File: src/common/gpp_regs.svh
// Purpose: register offsets, field positions and reset values of the five-pin port
// Assumes: byte-wide registers on a plain strobe port
// Notes: offsets are local to this block
`ifndef GPP_REGS_SVH
`define GPP_REGS_SVH
`define GPP_OFF_PORT 2'h0
`define GPP_OFF_LAT 2'h1
`define GPP_OFF_DIR 2'h2
`define GPP_PIN_MSB 4
`define GPP_PU_D_BIT 7
`define GPP_PU_E_BIT 6
`define GPP_PU_J_BIT 5
`define GPP_LAT_RST 5'h00
`define GPP_DIR_RST 5'h1f
`define GPP_PU_RST 3'h0
`endif

File: src/common/gpp_pkg.sv
// Purpose: types shared by the five-pin port
// Assumes: nothing
// Notes: pin groups travel as packed structs
package gpp_pkg;
    typedef logic [4:0] gpp_pins_t;
    typedef struct packed {
        logic d;
        logic e;
        logic j;
    } gpp_pullup_s;
    // per-pin peripheral override request
    typedef struct packed {
        gpp_pins_t out_en;
        gpp_pins_t out_val;
        gpp_pins_t in_force;
    } gpp_ovr_s;
endpackage : gpp_pkg

File: src/rtl/gpp_port.sv
// Purpose: five-pin bidirectional port with peripheral overrides and memory bus pull-up control
// Assumes: one clock, register strobes one cycle long, pin inputs synchronous
// Notes: direction bit 1 means input; overrides never touch stored registers
//
// Decided for this implementation: strobed register access and the address map.
`timescale 1ns/100ps
`include "gpp_regs.svh"

// Functional notes
// RULE1: five pins, each usable as input or output
// RULE2: direction 0 drives latch, 1 samples pin
// RULE3: enabled peripheral forces pin direction; compare outputs and the serial receive pin keep the stored direction
// RULE4: overrides never stored in direction register
// RULE5: port bits 7:5 enable bus pull-ups
// RULE6: latch/direction bits 7:5 read zero
// RULE7: 64-pin variant: port J pull-up reads zero
// RULE8: compare/PWM outputs replace latch on 0,3,4
// RULE9: enhanced PWM beats latch and PMP
// RULE10: enhanced PWM shutdown may tri-state pins
// RULE11: PMP address drives pins 0..2 regardless
// RULE12: chip selects on 3,4; pin 3 accepts input
// RULE13: serial outputs beat latch on pins 1,2
// RULE14: software sets input for serial receive pin
// RULE15: port write updates latch and pull-ups; read pins
module gpp_port #(
    parameter bit PKG_64PIN = 1'b0
) (
    input wire logic clk,
    input wire logic arst_n,
    input wire logic [1:0] reg_addr,
    input wire logic [7:0] reg_wdata,
    input wire logic reg_wr,
    input wire logic reg_rd,
    output logic [7:0] reg_rdata,
    input wire gpp_pkg::gpp_pins_t pin_in,
    output gpp_pkg::gpp_pins_t pin_out,
    output gpp_pkg::gpp_pins_t pin_oe,
    output gpp_pkg::gpp_pullup_s membus_pullup_en,
    // compare/PWM outputs: bit0 enh_capcomp_three, bit1 capcomp_four, bit2 capcomp_five
    input wire logic [2:0] capcomp_en,
    input wire logic [2:0] capcomp_out,
    // enhanced PWM: bit0 enh_pwm_three_chan_a, bit1 enh_pwm_three_chan_d, bit2 enh_pwm_one_chan_d
    input wire logic [2:0] enh_pwm_en,
    input wire logic [2:0] enh_pwm_out,
    input wire logic [2:0] enh_pwm_shutdown,
    input wire logic [2:0] enh_pwm_shutdown_tristate,
    // parallel master port: address 8,7,6 on pins 0..2
    input wire logic pmp_addr_en,
    input wire logic [2:0] pmp_addr,
    input wire logic pmp_chip_select_one_en,
    input wire logic pmp_chip_select_one,
    input wire logic pmp_chip_select_one_in_mode,
    input wire logic pmp_chip_select_two_en,
    input wire logic pmp_chip_select_two,
    output logic pmp_chip_select_one_in,
    // serial transceiver two
    input wire logic serial_two_transmit_en,
    input wire logic serial_two_transmit,
    input wire logic serial_two_sync_data_oe,
    input wire logic serial_two_sync_data
);
    // ************************************************************
    // register state
    // ************************************************************
    gpp_pkg::gpp_pins_t lat_q, lat_d;
    gpp_pkg::gpp_pins_t dir_q, dir_d;
    gpp_pkg::gpp_pullup_s pu_q, pu_d;
    logic [7:0] rdata_q, rdata_d;

    function automatic logic [7:0] pad_pins(input gpp_pkg::gpp_pins_t v);
        pad_pins = {3'h0, v}; // RULE6
    endfunction : pad_pins

    always_comb begin
        lat_d = lat_q;
        dir_d = dir_q;
        pu_d = pu_q;
        rdata_d = 8'h00;
        if (reg_wr) begin
            unique case (reg_addr)
                `GPP_OFF_PORT: begin
                    lat_d = reg_wdata[`GPP_PIN_MSB:0]; // RULE15
                    pu_d.d = reg_wdata[`GPP_PU_D_BIT]; // RULE5
                    pu_d.e = reg_wdata[`GPP_PU_E_BIT];
                    pu_d.j = PKG_64PIN ? 1'b0 : reg_wdata[`GPP_PU_J_BIT]; // RULE7
                end
                `GPP_OFF_LAT: lat_d = reg_wdata[`GPP_PIN_MSB:0]; // RULE6
                `GPP_OFF_DIR: dir_d = reg_wdata[`GPP_PIN_MSB:0]; // RULE4
                default: ;
            endcase
        end
        if (reg_rd) begin
            unique case (reg_addr)
                `GPP_OFF_PORT: rdata_d = {pu_q.d, pu_q.e, pu_q.j, pin_in}; // RULE15
                `GPP_OFF_LAT: rdata_d = pad_pins(lat_q);
                `GPP_OFF_DIR: rdata_d = pad_pins(dir_q); // RULE4
                default: rdata_d = 8'h00;
            endcase
        end
    end

    always_ff @(posedge clk or negedge arst_n) begin
        if (!arst_n) begin
            lat_q <= `GPP_LAT_RST;
            dir_q <= `GPP_DIR_RST;
            pu_q <= `GPP_PU_RST;
            rdata_q <= 8'h00;
        end else begin
            lat_q <= lat_d;
            dir_q <= dir_d;
            pu_q <= pu_d;
            rdata_q <= rdata_d;
        end
    end

    assign reg_rdata = rdata_q;
    assign membus_pullup_en = pu_q;

    // ************************************************************
    // pin multiplexer, highest priority last
    // ************************************************************
    gpp_pkg::gpp_pins_t oe_c, out_c;
    logic [2:0] map_idx [3];
    assign map_idx[0] = 3'h0;
    assign map_idx[1] = 3'h3;
    assign map_idx[2] = 3'h4;

    always_comb begin
        oe_c = ~dir_q; // RULE2 RULE1
        out_c = lat_q;
        // serial receive pin is not forced; software must set its direction
        if (serial_two_transmit_en) begin
            oe_c[1] = 1'b1; // RULE13
            out_c[1] = serial_two_transmit;
        end
        if (serial_two_sync_data_oe) begin
            oe_c[2] = 1'b1; // RULE13 RULE14
            out_c[2] = serial_two_sync_data;
        end
        for (int i = 0; i < 3; i++) begin
            if (capcomp_en[i]) begin
                out_c[map_idx[i]] = capcomp_out[i]; // RULE8
            end
        end
        if (pmp_addr_en) begin
            oe_c[2:0] = 3'h7; // RULE11 RULE3
            out_c[2:0] = pmp_addr;
        end
        if (pmp_chip_select_one_en) begin
            oe_c[3] = ~pmp_chip_select_one_in_mode; // RULE12 RULE3
            out_c[3] = pmp_chip_select_one;
        end
        if (pmp_chip_select_two_en) begin
            oe_c[4] = 1'b1; // RULE12
            out_c[4] = pmp_chip_select_two;
        end
        for (int i = 0; i < 3; i++) begin
            if (enh_pwm_en[i]) begin
                oe_c[map_idx[i]] = ~(enh_pwm_shutdown[i] & enh_pwm_shutdown_tristate[i]); // RULE9 RULE10
                out_c[map_idx[i]] = enh_pwm_out[i]; // RULE9
            end
        end
    end

    assign pin_out = out_c;
    assign pin_oe = oe_c;
    assign pmp_chip_select_one_in = pin_in[3]; // RULE12

    // ************************************************************
    // checks
    // ************************************************************
    a_dir_drives_latch: assert property (@(posedge clk) disable iff (!arst_n) // RULE2
        (!dir_q[3] && !capcomp_en[1] && !enh_pwm_en[1] && !pmp_chip_select_one_en) |-> pin_oe[3] && pin_out[3] == lat_q[3])
        else $error("pin 3 not driving latch");
    a_dir_no_override: assert property (@(posedge clk) disable iff (!arst_n) // RULE4
        (reg_wr && reg_addr == `GPP_OFF_DIR) |=> dir_q == $past(reg_wdata[4:0]))
        else $error("direction register not software value");
    a_pullup_write: assert property (@(posedge clk) disable iff (!arst_n) // RULE5
        (reg_wr && reg_addr == `GPP_OFF_PORT) |=> membus_pullup_en.d == $past(reg_wdata[7]))
        else $error("pull-up d not written");
    a_lat_high_zero: assert property (@(posedge clk) disable iff (!arst_n) // RULE6
        $past(reg_rd) && $past(reg_addr) != `GPP_OFF_PORT |-> reg_rdata[7:5] == 3'h0)
        else $error("unimplemented bits not zero");
    a_j_pullup_64: assert property (@(posedge clk) disable iff (!arst_n) // RULE7
        PKG_64PIN |-> !membus_pullup_en.j)
        else $error("port j pull-up set on 64-pin");
    a_pwm_priority: assert property (@(posedge clk) disable iff (!arst_n) // RULE9
        enh_pwm_en[0] && !enh_pwm_shutdown[0] |-> pin_oe[0] && pin_out[0] == enh_pwm_out[0])
        else $error("pwm lost priority on pin 0");
    a_pwm_tristate: assert property (@(posedge clk) disable iff (!arst_n) // RULE10
        enh_pwm_en[2] && enh_pwm_shutdown[2] && enh_pwm_shutdown_tristate[2] |-> !pin_oe[4])
        else $error("pin 4 driven in shutdown");
    a_pmp_addr: assert property (@(posedge clk) disable iff (!arst_n) // RULE11
        pmp_addr_en && !enh_pwm_en[0] |-> pin_oe[2:0] == 3'h7 && pin_out[2:1] == pmp_addr[2:1])
        else $error("pmp address not driven");
    a_port_read: assert property (@(posedge clk) disable iff (!arst_n) // RULE15
        reg_rd && reg_addr == `GPP_OFF_PORT |=> reg_rdata[4:0] == $past(pin_in))
        else $error("port read not pin levels");

    // ************************************************************
    // checks: pin overrides
    // ************************************************************
    // each override check excludes the sources ranked above it, so a
    // failure points at one priority step rather than at the whole chain
    a_dir_pin0_latch: assert property (@(posedge clk) disable iff (!arst_n) // RULE2
        (!dir_q[0] && !capcomp_en[0] && !enh_pwm_en[0] && !pmp_addr_en) |-> pin_oe[0] && pin_out[0] == lat_q[0])
        else $error("pin 0 not driving latch");
    a_dir_pin4_latch: assert property (@(posedge clk) disable iff (!arst_n) // RULE2
        (!dir_q[4] && !capcomp_en[2] && !enh_pwm_en[2] && !pmp_chip_select_two_en) |-> pin_oe[4] && pin_out[4] == lat_q[4])
        else $error("pin 4 not driving latch");
    a_dir_pin1_input: assert property (@(posedge clk) disable iff (!arst_n) // RULE2 RULE1
        (dir_q[1] && !serial_two_transmit_en && !pmp_addr_en) |-> !pin_oe[1])
        else $error("pin 1 driven while input");
    a_free_pin_input: assert property (@(posedge clk) disable iff (!arst_n) // RULE2 RULE14
        (dir_q[2] && !serial_two_sync_data_oe && !pmp_addr_en) |-> !pin_oe[2])
        else $error("pin 2 driven while input");
    a_serial_tx_pin: assert property (@(posedge clk) disable iff (!arst_n) // RULE13
        serial_two_transmit_en && !pmp_addr_en |-> pin_oe[1] && pin_out[1] == serial_two_transmit)
        else $error("serial transmit lost pin 1");
    a_serial_data_pin: assert property (@(posedge clk) disable iff (!arst_n) // RULE13
        serial_two_sync_data_oe && !pmp_addr_en |-> pin_oe[2] && pin_out[2] == serial_two_sync_data)
        else $error("serial data lost pin 2");
    a_capcomp_pin0: assert property (@(posedge clk) disable iff (!arst_n) // RULE8
        capcomp_en[0] && !pmp_addr_en && !enh_pwm_en[0] |-> pin_out[0] == capcomp_out[0])
        else $error("compare output lost pin 0");
    a_capcomp_pin3: assert property (@(posedge clk) disable iff (!arst_n) // RULE8
        capcomp_en[1] && !pmp_chip_select_one_en && !enh_pwm_en[1] |-> pin_out[3] == capcomp_out[1])
        else $error("compare output lost pin 3");
    a_capcomp_pin4: assert property (@(posedge clk) disable iff (!arst_n) // RULE8
        capcomp_en[2] && !pmp_chip_select_two_en && !enh_pwm_en[2] |-> pin_out[4] == capcomp_out[2])
        else $error("compare output lost pin 4");
    // compare outputs ride on the stored direction; they never force it
    a_capcomp_keeps_dir: assert property (@(posedge clk) disable iff (!arst_n) // RULE8 RULE3
        capcomp_en[1] && !pmp_chip_select_one_en && !enh_pwm_en[1] |-> pin_oe[3] == !dir_q[3])
        else $error("compare output changed direction");
    a_pwm_pin3: assert property (@(posedge clk) disable iff (!arst_n) // RULE9
        enh_pwm_en[1] && !enh_pwm_shutdown[1] |-> pin_oe[3] && pin_out[3] == enh_pwm_out[1])
        else $error("pwm lost priority on pin 3");
    a_pwm_pin4: assert property (@(posedge clk) disable iff (!arst_n) // RULE9
        enh_pwm_en[2] && !enh_pwm_shutdown[2] |-> pin_oe[4] && pin_out[4] == enh_pwm_out[2])
        else $error("pwm lost priority on pin 4");
    a_pwm_tristate3: assert property (@(posedge clk) disable iff (!arst_n) // RULE10
        enh_pwm_en[1] && enh_pwm_shutdown[1] && enh_pwm_shutdown_tristate[1] |-> !pin_oe[3])
        else $error("pin 3 driven in shutdown");
    a_pwm_sd_drive: assert property (@(posedge clk) disable iff (!arst_n) // RULE10
        enh_pwm_en[0] && enh_pwm_shutdown[0] && !enh_pwm_shutdown_tristate[0] |-> pin_oe[0])
        else $error("pin 0 released without tri-state");
    a_pmp_addr_bit0: assert property (@(posedge clk) disable iff (!arst_n) // RULE11
        pmp_addr_en && !enh_pwm_en[0] |-> pin_out[0] == pmp_addr[0])
        else $error("pmp address bit lost pin 0");
    a_pmp_over_dir: assert property (@(posedge clk) disable iff (!arst_n) // RULE11 RULE3
        pmp_addr_en && dir_q[1] |-> pin_oe[1])
        else $error("pmp address obeyed direction bit");
    a_cs_two_drive: assert property (@(posedge clk) disable iff (!arst_n) // RULE12
        pmp_chip_select_two_en && !enh_pwm_en[2] |-> pin_oe[4] && pin_out[4] == pmp_chip_select_two)
        else $error("chip select two not driven");
    a_cs_one_drive: assert property (@(posedge clk) disable iff (!arst_n) // RULE12
        pmp_chip_select_one_en && !pmp_chip_select_one_in_mode && !enh_pwm_en[1]
        |-> pin_oe[3] && pin_out[3] == pmp_chip_select_one)
        else $error("chip select one not driven");
    a_cs_one_input: assert property (@(posedge clk) disable iff (!arst_n) // RULE12 RULE3
        pmp_chip_select_one_en && pmp_chip_select_one_in_mode && !enh_pwm_en[1] |-> !pin_oe[3])
        else $error("chip select one input driven");
    a_cs_one_in_pin: assert property (@(posedge clk) disable iff (!arst_n) // RULE12
        pmp_chip_select_one_in == pin_in[3])
        else $error("chip select input not pin 3");

    // ************************************************************
    // checks: registers
    // ************************************************************
    // overrides are combinational only, so the stored direction may move
    // solely on a software write to its own offset
    a_dir_hold: assert property (@(posedge clk) disable iff (!arst_n) // RULE4
        !(reg_wr && reg_addr == `GPP_OFF_DIR) |=> dir_q == $past(dir_q))
        else $error("direction changed without write");
    a_dir_read_back: assert property (@(posedge clk) disable iff (!arst_n) // RULE4
        $past(reg_rd) && $past(reg_addr) == `GPP_OFF_DIR |-> reg_rdata == {3'h0, $past(dir_q)})
        else $error("direction read not stored value");
    a_lat_write: assert property (@(posedge clk) disable iff (!arst_n) // RULE6
        (reg_wr && reg_addr == `GPP_OFF_LAT) |=> lat_q == $past(reg_wdata[`GPP_PIN_MSB:0]))
        else $error("latch write lost");
    a_lat_read_back: assert property (@(posedge clk) disable iff (!arst_n) // RULE6
        $past(reg_rd) && $past(reg_addr) == `GPP_OFF_LAT |-> reg_rdata == {3'h0, $past(lat_q)})
        else $error("latch read not stored value");
    a_unused_addr: assert property (@(posedge clk) disable iff (!arst_n) // RULE6
        (reg_wr && reg_addr == 2'h3) |=> lat_q == $past(lat_q) && dir_q == $past(dir_q))
        else $error("unused offset changed state");
    a_port_wr_latch: assert property (@(posedge clk) disable iff (!arst_n) // RULE15
        (reg_wr && reg_addr == `GPP_OFF_PORT) |=> lat_q == $past(reg_wdata[`GPP_PIN_MSB:0]))
        else $error("port write missed latch");
    a_pullup_e_write: assert property (@(posedge clk) disable iff (!arst_n) // RULE5
        (reg_wr && reg_addr == `GPP_OFF_PORT) |=> membus_pullup_en.e == $past(reg_wdata[6]))
        else $error("pull-up e not written");
    a_pullup_j_write: assert property (@(posedge clk) disable iff (!arst_n) // RULE5
        (!PKG_64PIN && reg_wr && reg_addr == `GPP_OFF_PORT) |=> membus_pullup_en.j == $past(reg_wdata[5]))
        else $error("pull-up j not written");
    a_pullup_hold: assert property (@(posedge clk) disable iff (!arst_n) // RULE5
        !(reg_wr && reg_addr == `GPP_OFF_PORT) |=> membus_pullup_en == $past(membus_pullup_en))
        else $error("pull-ups changed without write");
    a_j_read_64: assert property (@(posedge clk) disable iff (!arst_n) // RULE7
        PKG_64PIN && $past(reg_rd) |-> !reg_rdata[5])
        else $error("port j pull-up read set on 64-pin");
    // read data stand for exactly one cycle so a stray sample sees zero
    a_rdata_idle: assert property (@(posedge clk) disable iff (!arst_n) // RULE15
        !$past(reg_rd) |-> reg_rdata == 8'h00)
        else $error("read data without read");
endmodule : gpp_port
File: config.mk
export PLATFORM = sky130hd
export DESIGN_NAME = gpp_port
export DESIGN_NICKNAME = d
export VERILOG_FILES = /design/src/common/gpp_pkg.sv /design/src/rtl/gpp_port.sv
export VERILOG_INCLUDE_DIRS = /design/src /design/src/common
export SDC_FILE = /design/constraint.sdc
export NUM_CORES = 1
export LEC_CHECK = 0
export BUFFER_PORTS_ARGS = -buffer_cell sky130_fd_sc_hd__buf_2
export CAP_MARGIN = 10
export CORE_ASPECT_RATIO = 1.5
export CORE_MARGIN = 4
export CORE_UTILIZATION = 45
export CTS_CLUSTER_SIZE = 24
export DETAILED_ROUTE_END_ITERATION = 10
export GPL_TIMING_DRIVEN = 0
export PLACE_DENSITY = 0.84
export REMOVE_ABC_BUFFERS = 1
export SYNTH_ARGS = -nofsm -noshare
export SYNTH_HDL_FRONTEND = slang
export SYNTH_SLANG_ARGS = --single-unit
File: constraint.sdc
create_clock -name clk -period 2 [get_ports clk]
set_input_delay 0.4 -clock clk [delete_from_list [all_inputs] [get_ports clk]]
set_output_delay 0.4 -clock clk [all_outputs]
set_load 0.02 [all_outputs]
==> results.ini <==
[sta]
timing_max_transition_violations_final=0
post_route_fraction_of_the_period_consumed_by_the_critical_path_pct=92.1
min_period_ns=1.84
whs_ns=0.0418
final-setup-viol-count=0
slew_hr_pct=69.5
fmaxAchievable_mhz=543
hold_viol=0
fin_tns_setup_ns=0
tightest_slew_ns=0.457
finalWorstSetupSlack_ns=0.158
fin_worst_skew_ns=0.00254
unrepaired_setup_endpoints_after_global_routing=false

[route]
initialDrtViolationCount=17
route.detailed.drc=0
via_per_inst=5.11
num_vias=955
routed_wirelength_um=2710
detail_route.first_pass.iterations=4
postRouteAntennaNets=0
post_drt_wl_per_cell_um=14.5

[grt]
grt_antenna_before_repair=0
grt_pass1_wl_um=4210
global_route.overflow_total=0
largest_net_degree_at_the_start_of_global_routing=22
track_usage_pct=15.6
first_global_vias=1005

[floorplan]
fp-row-count=21
start_util_pct=48.2
fp.dieArea_um2=3350
coreArea_um2=2310
die_h_um=69.0
design.portCount=72
die_w_um=48.6

[yosys]
synth-edff-count=0
yosysTopAreaCellShare_pct=35.9
synth_top_flop_cell=sky130_fd_sc_hd__dfrtp_1
synth_cells=93
post-synth-top-count-cell=sky130_fd_sc_hd__dfrtp_1
top_cells_by_area_in_the_synthesized_netlist=sky130_fd_sc_hd__dfrtp_1 (36%), sky130_fd_sc_hd__mux2_2 (13%), sky130_fd_sc_hd__dfstp_2 (12%)
synth_cell_type_count=24
ys_top_cells_by_count=sky130_fd_sc_hd__dfrtp_1 (16), sky130_fd_sc_hd__mux2_2 (13), sky130_fd_sc_hd__mux2i_1 (11), sky130_fd_sc_hd__o21ai_0 (10)
post_synth.cell_area_avg_um2=12.0
post_synth_instance_area_um2=1110
synth-seq-area-share_pct=47.7
synth_area_leader_cell=sky130_fd_sc_hd__dfrtp_1
synth-seq-cells=21
yosys_warnings=0
ys_async_sr_fraction_pct=100

[layout]
final_layout_size_suffix_gt1_share_pct=61.6
layout.nets=215
layout.filler_cells=189
multiInputGateArea_um2=553
instances_no_fill=187
insertedDiodeCount=0
area_growth_pct=34.1
final-seq-area_um2=532

[critical_path]
cp-end-kind=primary output
critPathMaxFanout=3
cpMaxStageDelayCell=sky130_fd_sc_hd__dfstp_2
worst-endpoint-required_ns=1.60
critPathLaunchType=flip-flop
rr_startpoint=lat_q[0]
worst_setup_path_startpoint=dir_q[2]
crit_buf_inv=1
crit_path_cell_trace=or3b_2, buf_2
criticalPathCategory=reg2out
critical_path.top_delay_family=flip-flops
critical-path-max-stage-delay_ns=0.55
worst_ep_arrival_ns=1.44

[clocking]
post_cts_sizing_count=0
clock_slew_at_reported_path_ffs_ns=0.11
max-clock-path-buffers=2
cts_root_buffer=sky130_fd_sc_hd__clkbuf_4
ctsHtreeMaxLevel=1
cts.repair_timing.setup_buffer_count=0
worst_skew_pair.late_latency_ns=0.29
tritoncts=built
cts_hold_buf=0
cts.sink_count=21
cts_made_buffers=3

[power]
power.static_leakage_nw=0.789
cellPowerDensity_nw_per_um2=685
irDropWorstVdd_mv=0.442

[placed_design]
numPlacedInstances=183
place_worst_setup_slack_ns=0.428
placement.io_buffers=71
gp_congestion=0.722

[run]
cap_viol_max_count=0

[status]
result_of_the_run=finished clean

[worst_hold_path]
hold_class=in2async

## worst paths after layout
kind	to	cells past startpoint	slack, ns
max in group asynchronous	dir_q[0]	1	1.62
hold / removal	reg_rdata[5]	1	0.04
hold reg to reg	membus_pullup_en[0]	1	0.55
min in group clk	membus_pullup_en[0]	2	0.34
setup reg to reg	reg_rdata[0]	3	1.06
setup / recovery	pin_oe[2]	2	0.16
## sequential cells by signal, indices dropped and copies added, names as in the netlist
name	count
dir_q	5
reg_rdata	8
lat_q	5
membus_pullup_en	3
## power breakdown
part / switching [W] / internal, W / leakage (nW) / total [W]
clock network: 0.000116 / 0.0000775 / 0.0150 / 0.000194
registers: 0.0000372 / 0.000495 / 0.254 / 0.000532
logic: 0.000147 / 0.000151 / 0.520 / 0.000298
## layout by cell type (no fill, tap or decap), types with 2 or more instances in the layout
cell type,instances
sky130_fd_sc_hd__nand3b_1,4
sky130_fd_sc_hd__mux2_2,13
sky130_fd_sc_hd__nand2_1,5
sky130_fd_sc_hd__and2_1,4
sky130_fd_sc_hd__nor3b_1,2
sky130_fd_sc_hd__mux2i_1,11
sky130_fd_sc_hd__dfrtp_1,16
sky130_fd_sc_hd__and3_1,3
sky130_fd_sc_hd__dfstp_2,5
sky130_fd_sc_hd__mux2_4,3
sky130_fd_sc_hd__or3b_2,2
sky130_fd_sc_hd__clkbuf_4,3
sky130_fd_sc_hd__buf_2,71
sky130_fd_sc_hd__a31oi_1,3
sky130_fd_sc_hd__o21ai_0,10
## cell families (layout without fill, tap and decap cells)
kind of cell	after synthesis	count (layout)	synth area share (%)
AOI/OAI and AO/OA	13	13	6.17
buffers and inverters	4	75	2.69
DFF	21	21	47.7
muxes	27	27	27.0
and+or+nand+nor	28	28	16.4
## per-stage QoR
step	utilization (%)	total power, W	cell area (um^2)
2_1_floorplan	-	0.000702	1080
3_3_place_gp	63.5	0.000827	1470
3_5_place_dp	63.5	0.000842	1470
4_1_cts	64.7	0.00104	1500
5_1_grt	64.7	0.00109	1500
6_report	64.7	0.00102	1500
## metal layers
metal  track usage (%)  wire length [um]  share of wire [%]  vias to the layer above
li1                  -                 -                  -                      475
met1              15.6               917                 34                      443
met2              31.5              1600                 59                       37
met3              3.87               190                7.0                        0
met4              4.71                 0                  0                        0
met5                 0                 0                  0                        -
## final cells by class
class / count / share of cell area [%]
Clock buffer: 4 / 1.76
Multi-Input combinational cell: 68 / 37.0
Timing Repair Buffer: 71 / 23.8
Sequential cell: 21 / 35.6
Tap cell: 23 / 1.92
Power figures use the tool's default switching activity.
